**src/hdl/hrs_cfg.svh**
```systemverilog
// constants of the hard-reset sequencer and its register set
`ifndef HRS_CFG_SVH
`define HRS_CFG_SVH

`define HRS_CLK_MHZ 100
`define HRS_SWRST_MS 1
`define HRS_SWRST_CYCLES (`HRS_SWRST_MS * 1000 * `HRS_CLK_MHZ)
`define HRS_CNT_W 20

`define HRS_REG_BASE 8'h40
`define HRS_OFF_RC 8'h40
`define HRS_OFF_ID 8'h41
`define HRS_OFF_STAT 8'h42
`define HRS_OFF_SCR 8'h43
`define HRS_OFF_WO 8'h44
`define HRS_OFF_STRAP 8'h45
`define HRS_OFF_STRAP_DACK 8'h46
`define HRS_OFF_RSVD 8'h47

`define HRS_RC_HARD 0
`define HRS_RC_SOFT 1
`define HRS_ST_RSVD 0
`define HRS_ST_ISA 1
`define HRS_SP_AEN 0
`define HRS_SP_SYSCLK 1
`define HRS_SP_TC 2

// one byte per entry, entry 0 in the low byte; entry 1 default is arbitrary
`define HRS_DEF_VALS 64'h0000_0000_0000_5a00
`define HRS_RO_MASKS 64'hffff_ff00_f0fc_fffc
`define HRS_RWC_MASKS 64'h0000_0000_0003_0000
`define HRS_WO_ENTRIES 8'h10
`define HRS_ISA_ENTRIES 8'h09

`endif

```
**src/hdl/hrs_pkg.sv**
```systemverilog
// types of the hard-reset sequencer
`default_nettype none
package hrs_pkg;
`include "hrs_cfg.svh"

    typedef enum logic [1:0] {
        HRS_ST_PWR = 2'b00,
        HRS_ST_RUN = 2'b01,
        HRS_ST_SWRST = 2'b10
    } hrs_st_t;

    typedef struct packed {
        logic [7:0][7:0] regs;
        logic [7:0] rdata;
    } hrs_rf_state_t;

    typedef struct packed {
        hrs_st_t st;
        logic [`HRS_CNT_W-1:0] cnt;
        logic busy;
        logic p_rd;
        logic acc_done;
        logic [7:0] acc_rdata;
        logic cpu_hard_reset;
        logic pci_bus_reset_n;
        logic isa_reset_out;
        logic cpu_init;
        logic pci_ctl_oe;
        logic pci_ad_oe;
        logic pci_par_oe;
        logic [3:0] io_strobe_n;
        logic ide_read_strobe_n;
        logic ide_write_strobe_n;
        logic [1:0] ide_dma_ack_n;
        logic xbus_xcvr_dir_n;
        logic xbus_xcvr_oe_n;
        logic sd_buffer_oe_n;
        logic sd_buffer_dir;
        logic sd_oe;
        logic bale;
        logic speaker_out;
        logic clock_chip_addr_latch;
        logic [2:0] chip_sel_n;
        logic aen;
        logic aen_oe;
        logic [6:0] dma_ack_n;
        logic dma_ack_n_oe;
        logic sysclk;
        logic sysclk_oe;
        logic tc;
        logic tc_oe;
    } hrs_state_t;
endpackage
`default_nettype wire

```
**src/hdl/hrs_rf_if.sv**
```systemverilog
// link between the sequencer and its register storage
`timescale 1ns/10ps
`default_nettype none
interface hrs_rf_if;
    logic load_def;
    logic we;
    logic re;
    logic [2:0] idx;
    logic [7:0] wmask;
    logic [7:0] wdata;
    logic [7:0] clr;
    logic [7:0][7:0] set_bits;
    logic [7:0] rdata;

    modport ctrl (
        output load_def, we, re, idx, wmask, wdata, clr, set_bits,
        input rdata
    );
    modport mem (
        input load_def, we, re, idx, wmask, wdata, clr, set_bits,
        output rdata
    );
endinterface
`default_nettype wire

```
**src/hdl/hrs_top.sv**
```systemverilog
// hard-reset sequencer: reset outputs, pin states during reset, register access rules
// Function
// hard reset starts on power-good loss or a software write to reset control.
// during hard reset PCI control, address/data, byte enables float; parity is input.
// during hard reset strobes high, latch/speaker/BALE low, data floats, ISA reset high.
// enable, DMA acknowledge, system clock, terminal count pins act as straps.
// every hard reset reloads all registers with their default values.
// accesses to reserved locations complete normally without hanging.
// software should not write reserved locations above offset 3Fh.
// software masks reserved bits on reads and merges them on writes.
// writes to read-only registers change nothing.
// reads of write-only registers return nothing meaningful, no side effect.
// read/write registers may hold bits that ignore writes.
// writing 1 clears a write-clear bit, writing 0 leaves it.
// PCI masters reach all registers, ISA masters only a subset.
// power-good low asserts CPU, PCI and ISA resets; release when high.
// software hard reset holds PCI reset for at least 1 ms.
`timescale 1ns/10ps
`default_nettype none
`include "hrs_cfg.svh"

module hrs_top
    import hrs_pkg::*;
#(
    parameter int unsigned SWRST_CYCLES = `HRS_SWRST_CYCLES
) (
    input wire logic core_clk_i,
    input wire logic sys_rst_i,
    input wire logic power_good_in_i,
    input wire logic acc_req_i,
    input wire logic acc_wr_i,
    input wire logic acc_isa_i,
    input wire logic [7:0] acc_addr_i,
    input wire logic [7:0] acc_wdata_i,
    input wire logic core_pci_ctl_oe_i,
    input wire logic core_pci_ad_oe_i,
    input wire logic core_pci_par_oe_i,
    input wire logic core_init_i,
    input wire logic [3:0] core_io_strobe_n_i,
    input wire logic core_ide_read_strobe_n_i,
    input wire logic core_ide_write_strobe_n_i,
    input wire logic [1:0] core_ide_dma_ack_n_i,
    input wire logic core_xbus_xcvr_dir_n_i,
    input wire logic core_xbus_xcvr_oe_n_i,
    input wire logic core_sd_buffer_oe_n_i,
    input wire logic core_sd_buffer_dir_i,
    input wire logic core_sd_oe_i,
    input wire logic core_bale_i,
    input wire logic core_speaker_i,
    input wire logic core_clock_chip_latch_i,
    input wire logic [2:0] core_chip_sel_n_i,
    input wire logic core_aen_i,
    input wire logic [6:0] core_dma_ack_n_i,
    input wire logic core_sysclk_i,
    input wire logic core_tc_i,
    input wire logic aen_i,
    input wire logic [6:0] dma_ack_n_i,
    input wire logic sysclk_i,
    input wire logic tc_i,
    output logic acc_done_o,
    output logic [7:0] acc_rdata_o,
    output logic cpu_hard_reset_out_o,
    output logic pci_bus_reset_n_o,
    output logic isa_reset_out_o,
    output logic cpu_init_o,
    output logic pci_ctl_oe_o,
    output logic pci_ad_oe_o,
    output logic pci_par_oe_o,
    output logic [3:0] io_strobe_n_o,
    output logic ide_read_strobe_n_o,
    output logic ide_write_strobe_n_o,
    output logic [1:0] ide_dma_ack_n_o,
    output logic xbus_xcvr_dir_n_o,
    output logic xbus_xcvr_oe_n_o,
    output logic sd_buffer_oe_n_o,
    output logic sd_buffer_dir_o,
    output logic sd_oe_o,
    output logic bale_o,
    output logic speaker_out_o,
    output logic clock_chip_addr_latch_o,
    output logic boot_rom_select_n_o,
    output logic keyboard_ctrl_select_n_o,
    output logic clock_chip_select_n_o,
    output logic aen_o,
    output logic aen_oe_o,
    output logic [6:0] dma_ack_n_o,
    output logic dma_ack_n_oe_o,
    output logic sysclk_o,
    output logic sysclk_oe_o,
    output logic tc_o,
    output logic tc_oe_o
);
    localparam logic [7:0][7:0] RO_TAB = `HRS_RO_MASKS;
    localparam logic [7:0][7:0] RWC_TAB = `HRS_RWC_MASKS;
    localparam logic [7:0] WO_SET = `HRS_WO_ENTRIES;
    localparam logic [7:0] ISA_SET = `HRS_ISA_ENTRIES;
    localparam logic [2:0] IDX_RC = 3'(`HRS_OFF_RC - `HRS_REG_BASE);
    localparam logic [2:0] IDX_STAT = 3'(`HRS_OFF_STAT - `HRS_REG_BASE);
    localparam logic [2:0] IDX_STRAP = 3'(`HRS_OFF_STRAP - `HRS_REG_BASE);
    localparam logic [2:0] IDX_DACK = 3'(`HRS_OFF_STRAP_DACK - `HRS_REG_BASE);
    localparam logic [2:0] IDX_RSVD = 3'(`HRS_OFF_RSVD - `HRS_REG_BASE);
    localparam logic [7:0] BASE = `HRS_REG_BASE;
    localparam logic [`HRS_CNT_W-1:0] CNT_LAST = `HRS_CNT_W'(SWRST_CYCLES - 1);

    hrs_state_t s_q;
    hrs_state_t s_d;
    hrs_rf_if rf ();

    logic [2:0] idx;
    logic in_range;
    logic isa_deny;
    logic rsvd;
    logic take;
    logic rc_hard;
    logic rc_soft;
    logic hard;
    logic release_now;
    logic [7:0][7:0] set_bits;

    hrs_regfile u_regs (
        .core_clk_i(core_clk_i),
        .sys_rst_i(sys_rst_i),
        .rf(rf.mem)
    );

    assign idx = acc_addr_i[2:0];
    assign in_range = (acc_addr_i[7:3] == BASE[7:3]);
    assign isa_deny = acc_isa_i && !ISA_SET[idx];
    // out-of-map, reserved or refused accesses still complete with zero data
    assign rsvd = !in_range || (idx == IDX_RSVD) || isa_deny;
    assign take = acc_req_i && !s_q.busy && (s_q.st == HRS_ST_RUN);

    assign rf.idx = idx;
    assign rf.we = take && acc_wr_i && !rsvd;
    assign rf.re = take && !acc_wr_i && !rsvd && !WO_SET[idx];
    assign rf.wmask = ~RO_TAB[idx] & ~RWC_TAB[idx];
    assign rf.wdata = acc_wdata_i;
    assign rf.clr = acc_wdata_i & RWC_TAB[idx];
    assign rf.load_def = (s_q.st != HRS_ST_RUN);
    assign rf.set_bits = set_bits;

    assign rc_hard = rf.we && (idx == IDX_RC) && acc_wdata_i[`HRS_RC_HARD];
    assign rc_soft = rf.we && (idx == IDX_RC) && acc_wdata_i[`HRS_RC_SOFT];

    always_comb begin
        s_d = s_q;
        set_bits = '0;
        case (s_q.st)
            HRS_ST_PWR: begin
                if (power_good_in_i) begin
                    s_d.st = HRS_ST_RUN;
                end
            end
            HRS_ST_RUN: begin
                if (!power_good_in_i) begin
                    s_d.st = HRS_ST_PWR;
                end else if (rc_hard) begin
                    s_d.st = HRS_ST_SWRST;
                    s_d.cnt = '0;
                end
            end
            HRS_ST_SWRST: begin
                if (!power_good_in_i) begin
                    s_d.st = HRS_ST_PWR;
                end else if (s_q.cnt == CNT_LAST) begin
                    s_d.st = HRS_ST_RUN;
                end else begin
                    s_d.cnt = s_q.cnt + 1'b1;
                end
            end
            default: begin
                s_d.st = HRS_ST_PWR;
            end
        endcase
        hard = (s_d.st != HRS_ST_RUN);
        release_now = hard ? 1'b0 : (s_q.st != HRS_ST_RUN);

        // straps are sampled in the last cycle the pins are still floated
        if (release_now) begin
            set_bits[IDX_STRAP][`HRS_SP_AEN] = aen_i;
            set_bits[IDX_STRAP][`HRS_SP_SYSCLK] = sysclk_i;
            set_bits[IDX_STRAP][`HRS_SP_TC] = tc_i;
            set_bits[IDX_DACK] = {1'b0, dma_ack_n_i};
        end
        set_bits[IDX_STAT][`HRS_ST_RSVD] = take && rsvd;
        set_bits[IDX_STAT][`HRS_ST_ISA] = take && isa_deny;

        // read data is registered at the taking edge, so done follows one edge later
        s_d.acc_done = s_q.busy;
        s_d.acc_rdata = (s_q.busy && s_q.p_rd) ? rf.rdata : 8'h00;
        s_d.busy = take;
        s_d.p_rd = rf.re;

        // pins follow the core one cycle late while the part runs
        s_d.cpu_hard_reset = hard;
        s_d.pci_bus_reset_n = !hard;
        s_d.isa_reset_out = hard;
        s_d.cpu_init = core_init_i || rc_soft;
        s_d.pci_ctl_oe = core_pci_ctl_oe_i;
        s_d.pci_ad_oe = core_pci_ad_oe_i;
        s_d.pci_par_oe = core_pci_par_oe_i;
        s_d.io_strobe_n = core_io_strobe_n_i;
        s_d.ide_read_strobe_n = core_ide_read_strobe_n_i;
        s_d.ide_write_strobe_n = core_ide_write_strobe_n_i;
        s_d.ide_dma_ack_n = core_ide_dma_ack_n_i;
        s_d.xbus_xcvr_dir_n = core_xbus_xcvr_dir_n_i;
        s_d.xbus_xcvr_oe_n = core_xbus_xcvr_oe_n_i;
        s_d.sd_buffer_oe_n = core_sd_buffer_oe_n_i;
        s_d.sd_buffer_dir = core_sd_buffer_dir_i;
        s_d.sd_oe = core_sd_oe_i;
        s_d.bale = core_bale_i;
        s_d.speaker_out = core_speaker_i;
        s_d.clock_chip_addr_latch = core_clock_chip_latch_i;
        s_d.chip_sel_n = core_chip_sel_n_i;
        s_d.aen = core_aen_i;
        s_d.aen_oe = 1'b1;
        s_d.dma_ack_n = core_dma_ack_n_i;
        s_d.dma_ack_n_oe = 1'b1;
        s_d.sysclk = core_sysclk_i;
        s_d.sysclk_oe = 1'b1;
        s_d.tc = core_tc_i;
        s_d.tc_oe = 1'b1;

        // hard reset forces every non-strap pin to its fixed reset level; strap pins keep core values with enables off
        if (hard) begin
            s_d.cpu_init = 1'b0;
            s_d.pci_ctl_oe = 1'b0;
            s_d.pci_ad_oe = 1'b0;
            s_d.pci_par_oe = 1'b0;
            s_d.io_strobe_n = 4'hf;
            s_d.ide_read_strobe_n = 1'b1;
            s_d.ide_write_strobe_n = 1'b1;
            s_d.ide_dma_ack_n = 2'h3;
            s_d.xbus_xcvr_dir_n = 1'b1;
            s_d.xbus_xcvr_oe_n = 1'b1;
            s_d.sd_buffer_oe_n = 1'b1;
            s_d.sd_buffer_dir = 1'b1;
            s_d.sd_oe = 1'b0;
            s_d.bale = 1'b0;
            s_d.speaker_out = 1'b0;
            s_d.clock_chip_addr_latch = 1'b0;
            s_d.chip_sel_n = 3'h7;
            s_d.aen_oe = 1'b0;
            s_d.dma_ack_n_oe = 1'b0;
            s_d.sysclk_oe = 1'b0;
            s_d.tc_oe = 1'b0;
        end
    end

    always_ff @(posedge core_clk_i) begin
        if (sys_rst_i) begin
            s_q <= '0;
            s_q.st <= HRS_ST_PWR;
            s_q.cpu_hard_reset <= 1'b1;
            s_q.isa_reset_out <= 1'b1;
            s_q.io_strobe_n <= 4'hf;
            s_q.ide_read_strobe_n <= 1'b1;
            s_q.ide_write_strobe_n <= 1'b1;
            s_q.ide_dma_ack_n <= 2'h3;
            s_q.xbus_xcvr_dir_n <= 1'b1;
            s_q.xbus_xcvr_oe_n <= 1'b1;
            s_q.sd_buffer_oe_n <= 1'b1;
            s_q.sd_buffer_dir <= 1'b1;
            s_q.chip_sel_n <= 3'h7;
        end else begin
            s_q <= s_d;
        end
    end

    assign acc_done_o = s_q.acc_done;
    assign acc_rdata_o = s_q.acc_rdata;
    assign cpu_hard_reset_out_o = s_q.cpu_hard_reset;
    assign pci_bus_reset_n_o = s_q.pci_bus_reset_n;
    assign isa_reset_out_o = s_q.isa_reset_out;
    assign cpu_init_o = s_q.cpu_init;
    assign pci_ctl_oe_o = s_q.pci_ctl_oe;
    assign pci_ad_oe_o = s_q.pci_ad_oe;
    assign pci_par_oe_o = s_q.pci_par_oe;
    assign io_strobe_n_o = s_q.io_strobe_n;
    assign ide_read_strobe_n_o = s_q.ide_read_strobe_n;
    assign ide_write_strobe_n_o = s_q.ide_write_strobe_n;
    assign ide_dma_ack_n_o = s_q.ide_dma_ack_n;
    assign xbus_xcvr_dir_n_o = s_q.xbus_xcvr_dir_n;
    assign xbus_xcvr_oe_n_o = s_q.xbus_xcvr_oe_n;
    assign sd_buffer_oe_n_o = s_q.sd_buffer_oe_n;
    assign sd_buffer_dir_o = s_q.sd_buffer_dir;
    assign sd_oe_o = s_q.sd_oe;
    assign bale_o = s_q.bale;
    assign speaker_out_o = s_q.speaker_out;
    assign clock_chip_addr_latch_o = s_q.clock_chip_addr_latch;
    assign boot_rom_select_n_o = s_q.chip_sel_n[0];
    assign keyboard_ctrl_select_n_o = s_q.chip_sel_n[1];
    assign clock_chip_select_n_o = s_q.chip_sel_n[2];
    assign aen_o = s_q.aen;
    assign aen_oe_o = s_q.aen_oe;
    assign dma_ack_n_o = s_q.dma_ack_n;
    assign dma_ack_n_oe_o = s_q.dma_ack_n_oe;
    assign sysclk_o = s_q.sysclk;
    assign sysclk_oe_o = s_q.sysclk_oe;
    assign tc_o = s_q.tc;
    assign tc_oe_o = s_q.tc_oe;
endmodule
`default_nettype wire

```
**src/hdl/hrs_regfile.sv**
```systemverilog
// eight-byte register storage with masked write, write-one-clear and hardware set
`timescale 1ns/10ps
`default_nettype none
`include "hrs_cfg.svh"
module hrs_regfile
    import hrs_pkg::*;
(
    input wire logic core_clk_i,
    input wire logic sys_rst_i,
    hrs_rf_if.mem rf
);
    localparam logic [7:0][7:0] DEF_TAB = `HRS_DEF_VALS;

    hrs_rf_state_t s_q;
    hrs_rf_state_t s_d;
    wire logic [7:0][7:0] nxt;

    for (genvar i = 0; i < 8; i++) begin : g_ent
        wire logic hit = (rf.idx == 3'(i));
        wire logic [7:0] m = (rf.we && hit) ? rf.wmask : 8'h00;
        wire logic [7:0] c = (rf.we && hit) ? rf.clr : 8'h00;
        // hardware set wins over clear and over the default load
        assign nxt[i] = (rf.load_def ? DEF_TAB[i] :
                         ((((s_q.regs[i] & ~m) | (rf.wdata & m)) & ~c))) | rf.set_bits[i];
    end

    always_comb begin
        s_d = s_q;
        s_d.regs = nxt;
        if (rf.re) begin
            s_d.rdata = s_q.regs[rf.idx];
        end
    end

    always_ff @(posedge core_clk_i) begin
        if (sys_rst_i) begin
            s_q.regs <= DEF_TAB;
            s_q.rdata <= 8'h00;
        end else begin
            s_q <= s_d;
        end
    end

    assign rf.rdata = s_q.rdata;
endmodule
`default_nettype wire

```
**config.mk**
```make
export PLATFORM = sky130hd
export DESIGN_NAME = hrs_top
export DESIGN_NICKNAME = d
export VERILOG_FILES = /design/src/hdl/hrs_pkg.sv /design/src/hdl/hrs_rf_if.sv /design/src/hdl/hrs_top.sv /design/src/hdl/hrs_regfile.sv
export VERILOG_INCLUDE_DIRS = /design/src /design/src/hdl
export SDC_FILE = /design/constraint.sdc
export NUM_CORES = 1
export LEC_CHECK = 0
export ABC_AREA = 1
export BUFFER_PORTS_ARGS = -buffer_cell sky130_fd_sc_hd__buf_4
export CAP_MARGIN = 15
export CORE_MARGIN = 3
export CORE_UTILIZATION = 45
export CTS_CLUSTER_SIZE = 16
export DETAILED_ROUTE_END_ITERATION = 7
export PLACE_DENSITY_LB_ADDON = 0.25
export RECOVER_POWER = 50
export SLEW_MARGIN = 20
export SYNTH_ARGS = -nofsm -noshare
export SYNTH_HDL_FRONTEND = slang
export SYNTH_SLANG_ARGS = --single-unit
export TNS_END_PERCENT = 20
```
**constraint.sdc**
```tcl
create_clock -name core_clk_i -period 2.09 [get_ports core_clk_i]
set_input_delay 0.1045 -clock core_clk_i [delete_from_list [all_inputs] [get_ports core_clk_i]]
set_output_delay 0.1045 -clock core_clk_i [all_outputs]
set_load 0.02 [all_outputs]
```
* After elaboration in Yosys (flattened, before gate mapping)
Memories as Yosys holds them, arrays and structs flattened.
Cells that the tools add are included.
** Operators by class
- Add/sub/neg operators :: 1
- Multiply operators :: 0
- Div/mod/pow operators :: 0
- Order comparisons :: 1
- Equal/unequal tests :: 17
- Shift operators :: 0
- Multiplexer cells :: 39
- Bitwise gates (word level) :: 56
- Reductions and logical operators :: 38
** Operators by type and width (count)
- AND 8 bit :: 26
- two-way mux 8 bit :: 22
- NOT 8 bit :: 18
- bitwise OR 8 bit :: 8
- two-way mux 20 bit :: 3
- one-hot mux 20 bit (2 select lines) :: 1
- binary-select mux 8 bit (select 3 bit) :: 1
- two-way mux 22 bit :: 1
- logical AND 1 bit :: 21
- adder 20 x 1 -> 20 bit, second input constant :: 1
- equality test 20 x 17 -> 1 bit, second input constant :: 1
- equality test 3 bit, second input constant :: 4
- two-way mux 2 bit :: 4
- != test 2 bit, second input constant :: 4
- bitwise OR 8 x 2 -> 8 bit :: 1
- bitwise OR 8 x 3 -> 8 bit :: 1
- bitwise OR 8 x 7 -> 8 bit :: 1
- logical NOT 1 bit :: 7
- two-way mux 7 bit :: 1
- equality test 3 x 2 -> 1 bit, second input constant :: 2
- one-hot mux 2 bit (3 select lines) :: 1
- OR reduction 2 bit :: 3
- equality test 5 x 4 -> 1 bit, second input constant :: 1
- AND reduction 5 bit :: 1
- other kinds (12) :: 18
** Word-level totals
- Bits in registers :: 141
- Bits in latches :: 0
- RAM bits :: 0
- ROM bits :: 144
- Input bits :: 65
- Output and inout port bits :: 49
- Memories kept :: 4
** Memory list
- (name not given) :: depth 8, bits a word 8, read ports 1, clocked after memory_dff 0, write ports 0, line hrs_top.sv:138 : assign rf.clr = acc_wdata_i & RWC_TAB[idx];
- (name not given) :: depth 8, bits a word 8, read ports 1, clocked after memory_dff 0, write ports 0, line hrs_top.sv:136 : assign rf.wmask = ~RO_TAB[idx] & ~RWC_TAB[idx];
- (name not given) :: depth 8, bits a word 1, read ports 1, clocked after memory_dff 0, write ports 0, line hrs_top.sv:135 : assign rf.re = take && !acc_wr_i && !rsvd && !WO_SET[idx];
- (name not given) :: depth 8, bits a word 1, read ports 1, clocked after memory_dff 0, write ports 0, line hrs_top.sv:128 : assign isa_deny = acc_isa_i && !ISA_SET[idx];

* Logic depth before layout (Yosys ltp)
Gate-level depths: netlist (run 1).
- Depth after elaboration :: 16
- Depth in mapped cells :: 12
- Mapped depth without buffers :: 12

* By module
Synthesis (run 1) repeated with hierarchy kept, for this count alone.
** Unflattened totals
- Cells, all modules :: 1243
- Area total of the unflattened synthesis :: 7822.5 um^2
** Modules (own cells, without submodules)
- hrs_regfile :: times used 1, cells each 763, area each 4459.3 um^2
- hrs_top :: times used 1, cells each 480, area each 3363.2 um^2

* Worst setup path after synthesis (run 1)
Ideal clock, no wire load.
- Kind :: input to register
- Start :: input port acc_addr_i[1]
- End :: register s_q, in the netlist bale_o
- Arrival :: 1.732 ns
- Required time :: 1.974 ns
- Setup slack :: 0.242 ns
- Stages :: 11
- Buffers on the path :: 1
- Path through :: inv_1 > clkbuf_1 > ha_1 > o21ai_2 > nand3_2 > nor2_4 > nand2_2 > o21ai_4 > nand2_1 > nand2_2 > nor2_1
** Between the ends
- Longest elaborated chain between the ends :: 14
- Elaborated cells on any way between the ends :: 17
** Ends and longest elaborated chain
- start: declaration :: line hrs_top.sv:33 : input wire logic [7:0] acc_addr_i,
- memory (8 x 1 bit)
- two-way mux 1 bit (implied by the code) :: line hrs_top.sv:128
- logical NOT 1 bit :: line hrs_top.sv:128
- logical AND 1 bit :: line hrs_top.sv:128
- logical OR 1 bit :: line hrs_top.sv:130 : assign rsvd = !in_range || (idx == IDX_RSVD) || isa_deny;
- logical NOT 1 bit :: line hrs_top.sv:134 : assign rf.we = take && acc_wr_i && !rsvd;
- logical AND 1 bit :: line hrs_top.sv:134
- logical AND 1 bit (*) (2 in series) :: line hrs_top.sv:142 : assign rc_hard = rf.we && (idx == IDX_RC) && acc_wdata_i[`HRS_RC_HARD];
- two-way mux 22 bit (*) :: line hrs_top.sv:157 : end else if (rc_hard) begin
- two-way mux 2 bit (*) :: line hrs_top.sv:155 : if (!power_good_in_i) begin
- one-hot mux 2 bit (3 select lines) (*) :: line hrs_top.sv:148 : case (s_q.st)
- != test 2 x 1 -> 1 bit (*) :: line hrs_top.sv:175 : hard = (s_d.st != HRS_ST_RUN);
- OR reduction 2 bit (no line) (*)
- end: declaration :: line hrs_top.sv:105 : hrs_state_t s_q;
Mark *: on every way between the ends. The rest lies on a longest branch, timed or not. The select of a mux whose other input is x is not followed.
A chain may end at the register's enable or synchronous reset.

* Worst setup path in the final report (run 1)
- Start :: register s_q[71] (netlist bit)
- End :: register u_regs.s_q[57] (netlist bit)
** Between the ends
- Longest elaborated chain between the ends :: 13
- Elaborated cells on any way between the ends :: 29
** Ends and longest elaborated chain
- equality test 2 x 1 -> 1 bit :: line hrs_top.sv:131, hrs_top.sv:148
- logical AND 1 bit :: line hrs_top.sv:131 : assign take = acc_req_i && !s_q.busy && (s_q.st == HRS_ST_RUN);
- logical AND 1 bit (2 in series) :: line hrs_top.sv:134
- logical AND 1 bit (2 in series) :: line hrs_top.sv:142
- two-way mux 22 bit :: line hrs_top.sv:157
- two-way mux 2 bit :: line hrs_top.sv:155
- one-hot mux 2 bit (3 select lines) :: line hrs_top.sv:148
- != test 2 x 1 -> 1 bit :: line hrs_top.sv:175
- two-way mux 1 bit :: line hrs_top.sv:176 : release_now = hard ? 1'b0 : (s_q.st != HRS_ST_RUN);
- two-way mux 7 bit :: line hrs_top.sv:179 : if (release_now) begin
- bitwise OR 8 x 7 -> 8 bit (*) :: line hrs_regfile.sv:24 : ((((s_q.regs[i] & ~m) | (rf.wdata & m)) & ~c))) | rf.set_bits[i];
- end: declaration :: line hrs_regfile.sv:14 : hrs_rf_state_t s_q;
Marks and branches as above.

==> results.sh, run 1 <==
export IMPL_switchingPower_uw=1530
export IMPL_power_density_nw_per_um2=806
export IMPL_p_leak_uw=0.00328
export IMPL_grt_pass1_wl_um=26500
export IMPL_clk_pin_slew_worst_paths_ns=0.06
export IMPL_crit_path_end_kind="flop"
export IMPL_rsz0062_at_grt="false"
export IMPL_grt_pass1_vias=5350
export IMPL_clock_sinks=140
export IMPL_core_area_um2=13500
export IMPL_final_core_utilization_pct=60.4
export IMPL_synthesis_nets=946
export IMPL_combPwrFrac_pct=8.6
export IMPL_diodes=0
export IMPL_clock_skew_ns=0.0106
export IMPL_max_slew_margin_pct=-11.5
export IMPL_path_class="flop to flop"
export IMPL_synth_top_cell_area_share_pct=44.7
export IMPL_routedWlPerCell_um=13.9
export IMPL_cap_violations=1
export IMPL_max_freq_mhz=534
export IMPL_ir_drop_mv=0.701
export IMPL_grt_ovfl_total=0
export IMPL_area_growth_pct=29.5
export IMPL_grt_use_total_pct=22.1
export IMPL_hold_viol=0
export IMPL_switching_share_pct=23.3
export IMPL_crit_fanout=10
export IMPL_setup_violations=0
export IMPL_synth_top_cell_by_area="dfxtp_1"
export IMPL_drtIter0Drc=459
export IMPL_postSynthCellCount=875
export IMPL_clock_latency_ns=0.42
export IMPL_violations="capacitance limit, slew limit"
export IMPL_antenna_found_initial=0
export IMPL_ys_seq_area_share_pct=44.7
export IMPL_dieWidth_um=124
export IMPL_cts_root_buf="clkbuf_16"
export IMPL_cp_start_kind="flop"
export IMPL_drc_errors=0
export IMPL_htree_levels=4
export IMPL_synthFlopType="dfxtp_1"
export IMPL_die_h_um=124
export IMPL_fp_dieArea_um2=15400
export IMPL_hpwl_um=11100
export IMPL_finalCriticalPeriod_ns=1.87
export IMPL_synthArstFlopShare_pct=0
export IMPL_drt_wl_total_um=16800
export IMPL_status="finished, violations left"
export IMPL_routed_via_density=4.92
export IMPL_synth_edff_count=0
export IMPL_antenna_left=0
export IMPL_synth_warnings=0
export IMPL_p_int_uw=5020
export IMPL_ys_types=36
export IMPL_syn_area_um2=6270
export IMPL_worst_pin_slew_ns=1.67
export IMPL_ys_top_cells_by_area="dfxtp_1, nand2_1, inv_1"
export IMPL_p_clk_share_pct=49.7
export IMPL_yosys_cell_count_top_type="dfxtp_1"
export IMPL_crit_required_ns=2.32
export IMPL_io_buffer_count=113
export IMPL_start_util_pct=46.6
export IMPL_seqPwrFrac_pct=41.7
export IMPL_cts_max_path_buffers=2
export IMPL_drv_slew=35
export IMPL_grt_max_degree=36
export IMPL_cts_tree="yes"
export IMPL_num_vias=5934
export IMPL_fin_nets=1089
export IMPL_gp_congestion=0.914
export IMPL_synth_seq_cells=140
export IMPL_avgSynthCellArea_um2=7.17
export IMPL_hold_path_class="input pin to flop"
export IMPL_dr_pass1_iters=5
export IMPL_cts_resized=0
export IMPL_setup_tns_ns=0
export IMPL_ctsHoldBuffers=48
export IMPL_numCtsBuffers=17
export IMPL_rows=42
export IMPL_post_cts_buffers=0
export IMPL_synthTopCellsByCount="dfxtp_1, nand2_1, inv_1"
export IMPL_crit_arrival_ns=2.10
export IMPL_fin_crit_sh_pct=89.6
export IMPL_io_pins=114
export IMPL_drive_gt1_share_pct=13.8
-- cells in the final DEF, fill, tap and decap left out, types with 5 or more instances in the layout --
master | synthesis | layout
ha_1 | 6 | 6
nand2_1 | 128 | 128
xnor2_1 | 7 | 7
inv_1 | 127 | 127
dlygate4sd3_1 | 0 | 48
o21ai_0 | 52 | 52
a211oi_1 | 5 | 5
clkbuf_16 | 0 | 17
nor2_1 | 126 | 126
nand3_1 | 79 | 79
a21oi_1 | 88 | 88
clkbuf_1 | 22 | 50
nand4_1 | 11 | 11
dfxtp_1 | 140 | 140
nand2_2 | 5 | 5
xor2_1 | 8 | 8
buf_4 | 29 | 85
-- final cells by class --
| class | count | area [um^2] |
|---|---|---|
| Fill cell | 1328 | 5330 |
| Clock buffer | 19 | 453 |
| Tap cell | 176 | 220 |
| Sequential cell | 140 | 2800 |
| Multi-Input combinational cell | 540 | 2610 |
| Inverter | 131 | 492 |
| Clock inverter | 13 | 185 |
| Timing Repair Buffer | 188 | 1360 |
-- path summary, 6_finish.rpt --
check / startpoint / endpoint / slack [ns] / cells past startpoint
worst max-delay path: s_q[71] / u_regs.s_q[57] / 0.22 / 11
worst min-delay path: core_init_i / cpu_init_o / 0.01 / 4
worst max register to register: s_q[71] / u_regs.s_q[57] / 0.22 / 11
worst min register to register: flop / flop / 0.42 / 2
-- logic make-up (layout without fill, tap and decap cells) --
family	Yosys count	in the layout	share of synthesized area [%]
AO/OA/AOI/OAI	156	156	13.3
XOR/XNOR	15	15	2.09
adder cells (fa/ha/maj)	6	6	1.20
buffers and inverters	195	351	13.8
flip-flops	140	140	44.7
AND/OR/NAND/NOR	363	363	24.9
-- metrics by stage --
step	instance area, um^2	total power [uW]	hold slack [ns]	std cells	setup WS [ns]
3_5_place_dp	7200	3310	0.286	1127	0.187
5_1_grt	8120	6770	0.0295	1207	0.0109
6_report	8120	6550	0.0110	1207	0.218
3_3_place_gp	7200	3310	0.281	1127	0.252
4_1_cts	8310	6630	0.00128	1207	0.235
2_1_floorplan	6270	3090	0.196	875	0.242
-- worst max-delay path: stages (launching register included) --
cell and delay (ns):
dfxtp_1 0.35, inv_2 0.05, nor2_2 0.13, nand2_1 0.13, inv_2 0.07, nand2_2 0.06
nor2_4 0.26, buf_4 0.25, buf_12 0.12, nand4_1 0.09, nand3_1 0.11, a21oi_1 0.06
-- routing by layer --
metal / share of wire (%) / GRT usage (%) / vias to the layer above / wire length (um)
li1: - / - / 3027 / -
met1: 46 / 30.9 / 2709 / 7800
met2: 46 / 33.7 / 179 / 7710
met3: 5.8 / 5.63 / 19 / 980
met4: 1.7 / 6.78 / 0 / 284
met5: 0 / 0 / - / 0
-- power groups by stage --
| stage | clock [uW] | sequential (uW) | combinational (uW) |
|---|---|---|---|
| 3_3_place_gp | 0 | 2790 | 516 |
| 6_report | 3250 | 2730 | 565 |
| 2_1_floorplan | 0 | 2820 | 271 |
| 3_5_place_dp | 0 | 2790 | 519 |
| 5_1_grt | 3420 | 2740 | 620 |
| 4_1_cts | 3300 | 2730 | 595 |
(Power assumes the default switching activity.)
==> run 2, diff against run 1 <==
--- a/config.mk
+++ b/config.mk
@@ -9,12 +9,13 @@
 export ABC_AREA = 1
 export BUFFER_PORTS_ARGS = -buffer_cell sky130_fd_sc_hd__buf_4
 export CAP_MARGIN = 15
-export CORE_MARGIN = 3
 export CORE_UTILIZATION = 45
 export CTS_CLUSTER_SIZE = 16
 export DETAILED_ROUTE_END_ITERATION = 7
 export PLACE_DENSITY_LB_ADDON = 0.25
 export RECOVER_POWER = 50
+export REMOVE_ABC_BUFFERS = 1
+export SKIP_LAST_GASP = 1
 export SLEW_MARGIN = 20
 export SYNTH_ARGS = -nofsm -noshare
 export SYNTH_HDL_FRONTEND = slang
==> results.sh, run 2 (synthesis gave the netlist of run 1 again) <==
export IMPL_fin_crit_sh_pct=88.9
export IMPL_hold_path_class="input pin to flop"
export IMPL_cts_max_path_buffers=2
export IMPL_area_growth_pct=29.6
export IMPL_drc_errors=0
export IMPL_antenna_left=0
export IMPL_io_pins=114
export IMPL_setup_violations=0
export IMPL_path_cells="inv_2, nor2_1, nand2_1, inv_2, nand2_2, nor2_4, buf_12, nand3_2, inv_1, o21ai_0, a21oi_1"
export IMPL_htree_levels=4
export IMPL_fp_dieArea_um2=14400
export IMPL_worst_path_max_delay_cell="dfxtp_1"
export IMPL_grt_pass1_wl_um=27200
export IMPL_max_slew_margin_pct=22.1
export IMPL_cap_violations=0
export IMPL_cts_resized=0
export IMPL_core_area_um2=13400
export IMPL_place_area_um2=7190
export IMPL_num_vias=5908
export IMPL_dieWidth_um=120
export IMPL_cts_tree="yes"
export IMPL_io_buffer_count=113
export IMPL_final_cell_mix="dfxtp_1, nand2_1, inv_1, nor2_1, a21oi_1"
export IMPL_drtIter0Drc=433
export IMPL_max_stage_delay_ns=0.34
export IMPL_final_core_utilization_pct=60.7
export IMPL_routedWlPerCell_um=13.7
export IMPL_hpwl_um=10900
export IMPL_drv_slew=0
export IMPL_final_seq_area_um2=2800
export IMPL_crit_buf_inv=4
export IMPL_hold_slack_ns=0.0657
export IMPL_path_class="flop to flop"
export IMPL_status="finished, final reports clean"
export IMPL_crit_fanout=13
export IMPL_fill_cells=1276
export IMPL_routed_via_density=4.88
export IMPL_drt_wl_total_um=16700
export IMPL_cts_root_buf="clkbuf_16"
export IMPL_fin_nets=1094
export IMPL_max_freq_mhz=538
export IMPL_clk_pin_slew_worst_paths_ns=0.06
export IMPL_drive_gt1_share_pct=13.5
export IMPL_hold_viol=0
export IMPL_cp_start_kind="flop"
export IMPL_setup_tns_ns=0
export IMPL_total_power_uw=6400
export IMPL_crit_path_end_kind="flop"
export IMPL_numCtsBuffers=17
export IMPL_rsz0062_at_grt="false"
export IMPL_diodes=0
export IMPL_dr_pass1_iters=5
export IMPL_antenna_found_initial=0
export IMPL_clock_latency_ns=0.42
export IMPL_multiInputGateArea_um2=2600
export IMPL_power_density_nw_per_um2=788
export IMPL_cp_top_family="simple AND/OR/NAND/NOR gates"
export IMPL_die_h_um=120
export IMPL_grt_pass1_vias=5553
export IMPL_p_leak_uw=0.00328
export IMPL_grt_use_total_pct=24.1
export IMPL_clock_skew_ns=0.00757
export IMPL_clock_sinks=140
export IMPL_rows=42
export IMPL_gp_congestion=0.873
export IMPL_grt_max_degree=54
export IMPL_worst_pin_slew_ns=1.17
export IMPL_crit_arrival_ns=2.20
export IMPL_start_util_pct=46.8
export IMPL_final_area_um2=8130
export IMPL_grt_ovfl_total=0
export IMPL_cp_common_cell="inv_2"
export IMPL_final_common_cell="dfxtp_1"
export IMPL_finalCriticalPeriod_ns=1.86
export IMPL_crit_required_ns=2.43
export IMPL_ir_drop_mv=0.539
## run 2: metal layers
metal	global-route usage, %	up-vias	part of all wire, %
met2	39.3	186	47
met3	5.32	40	5.3
met5	0	-	0
met4	10.9	0	2.6
met1	30.3	2648	45
li1	-	3034	-
## run 2: area by class of cell
cell class                 instances  area share [%]
clock buffer                      19            5.45
clock inverter                    12            2.02
inverter                         131            6.05
multi-input combinational        540            32.0
sequential                       140            34.5
tap                              176            2.71
timing repair buffer             193            17.3
## run 2: worst paths after layout
path	slack (ns)	endpoint	cells past startpoint	start
max	0.23	flop	11	s_q[71]
min	0.07	u_regs.s_q[41]	3	acc_wdata_i[1]
max reg2reg	0.23	flop	11	s_q[71]
min reg2reg	0.42	flop	2	flop
## run 2: tightest hold or removal path: cells and delay by family
| family | cells | cell delay [ns] |
|---|---|---|
| AOI/OAI and AO/OA | 1 | 0.14 |
| buffers and inverters | 2 | 0.20 |
## run 2: stage by stage
stage | worst slack (ns) | instances
floorplan | -0.777 | 811
global placement | 0.214 | 1128
detailed placement | 0.149 | 1128
CTS | 0.191 | 1210
global route | 0.0705 | 1211
finish | 0.232 | 1211
## run 2: repair_timing
| action | in CTS | in global routing |
|---|---|---|
| setup buffers | 0 | 1 |
| setup endpoints to repair | 0 | 1 |
| hold buffers | 51 | 0 |
| hold endpoints to repair | 52 | 0 |
## run 2: power breakdown
| group | internal, uW | switching [uW] | total [uW] |
|---|---|---|---|
| clock network | 1920 | 1180 | 3100 |
| registers | 2720 | 15.5 | 2730 |
| logic | 243 | 329 | 572 |
| total | 4880 | 1530 | 6400 |
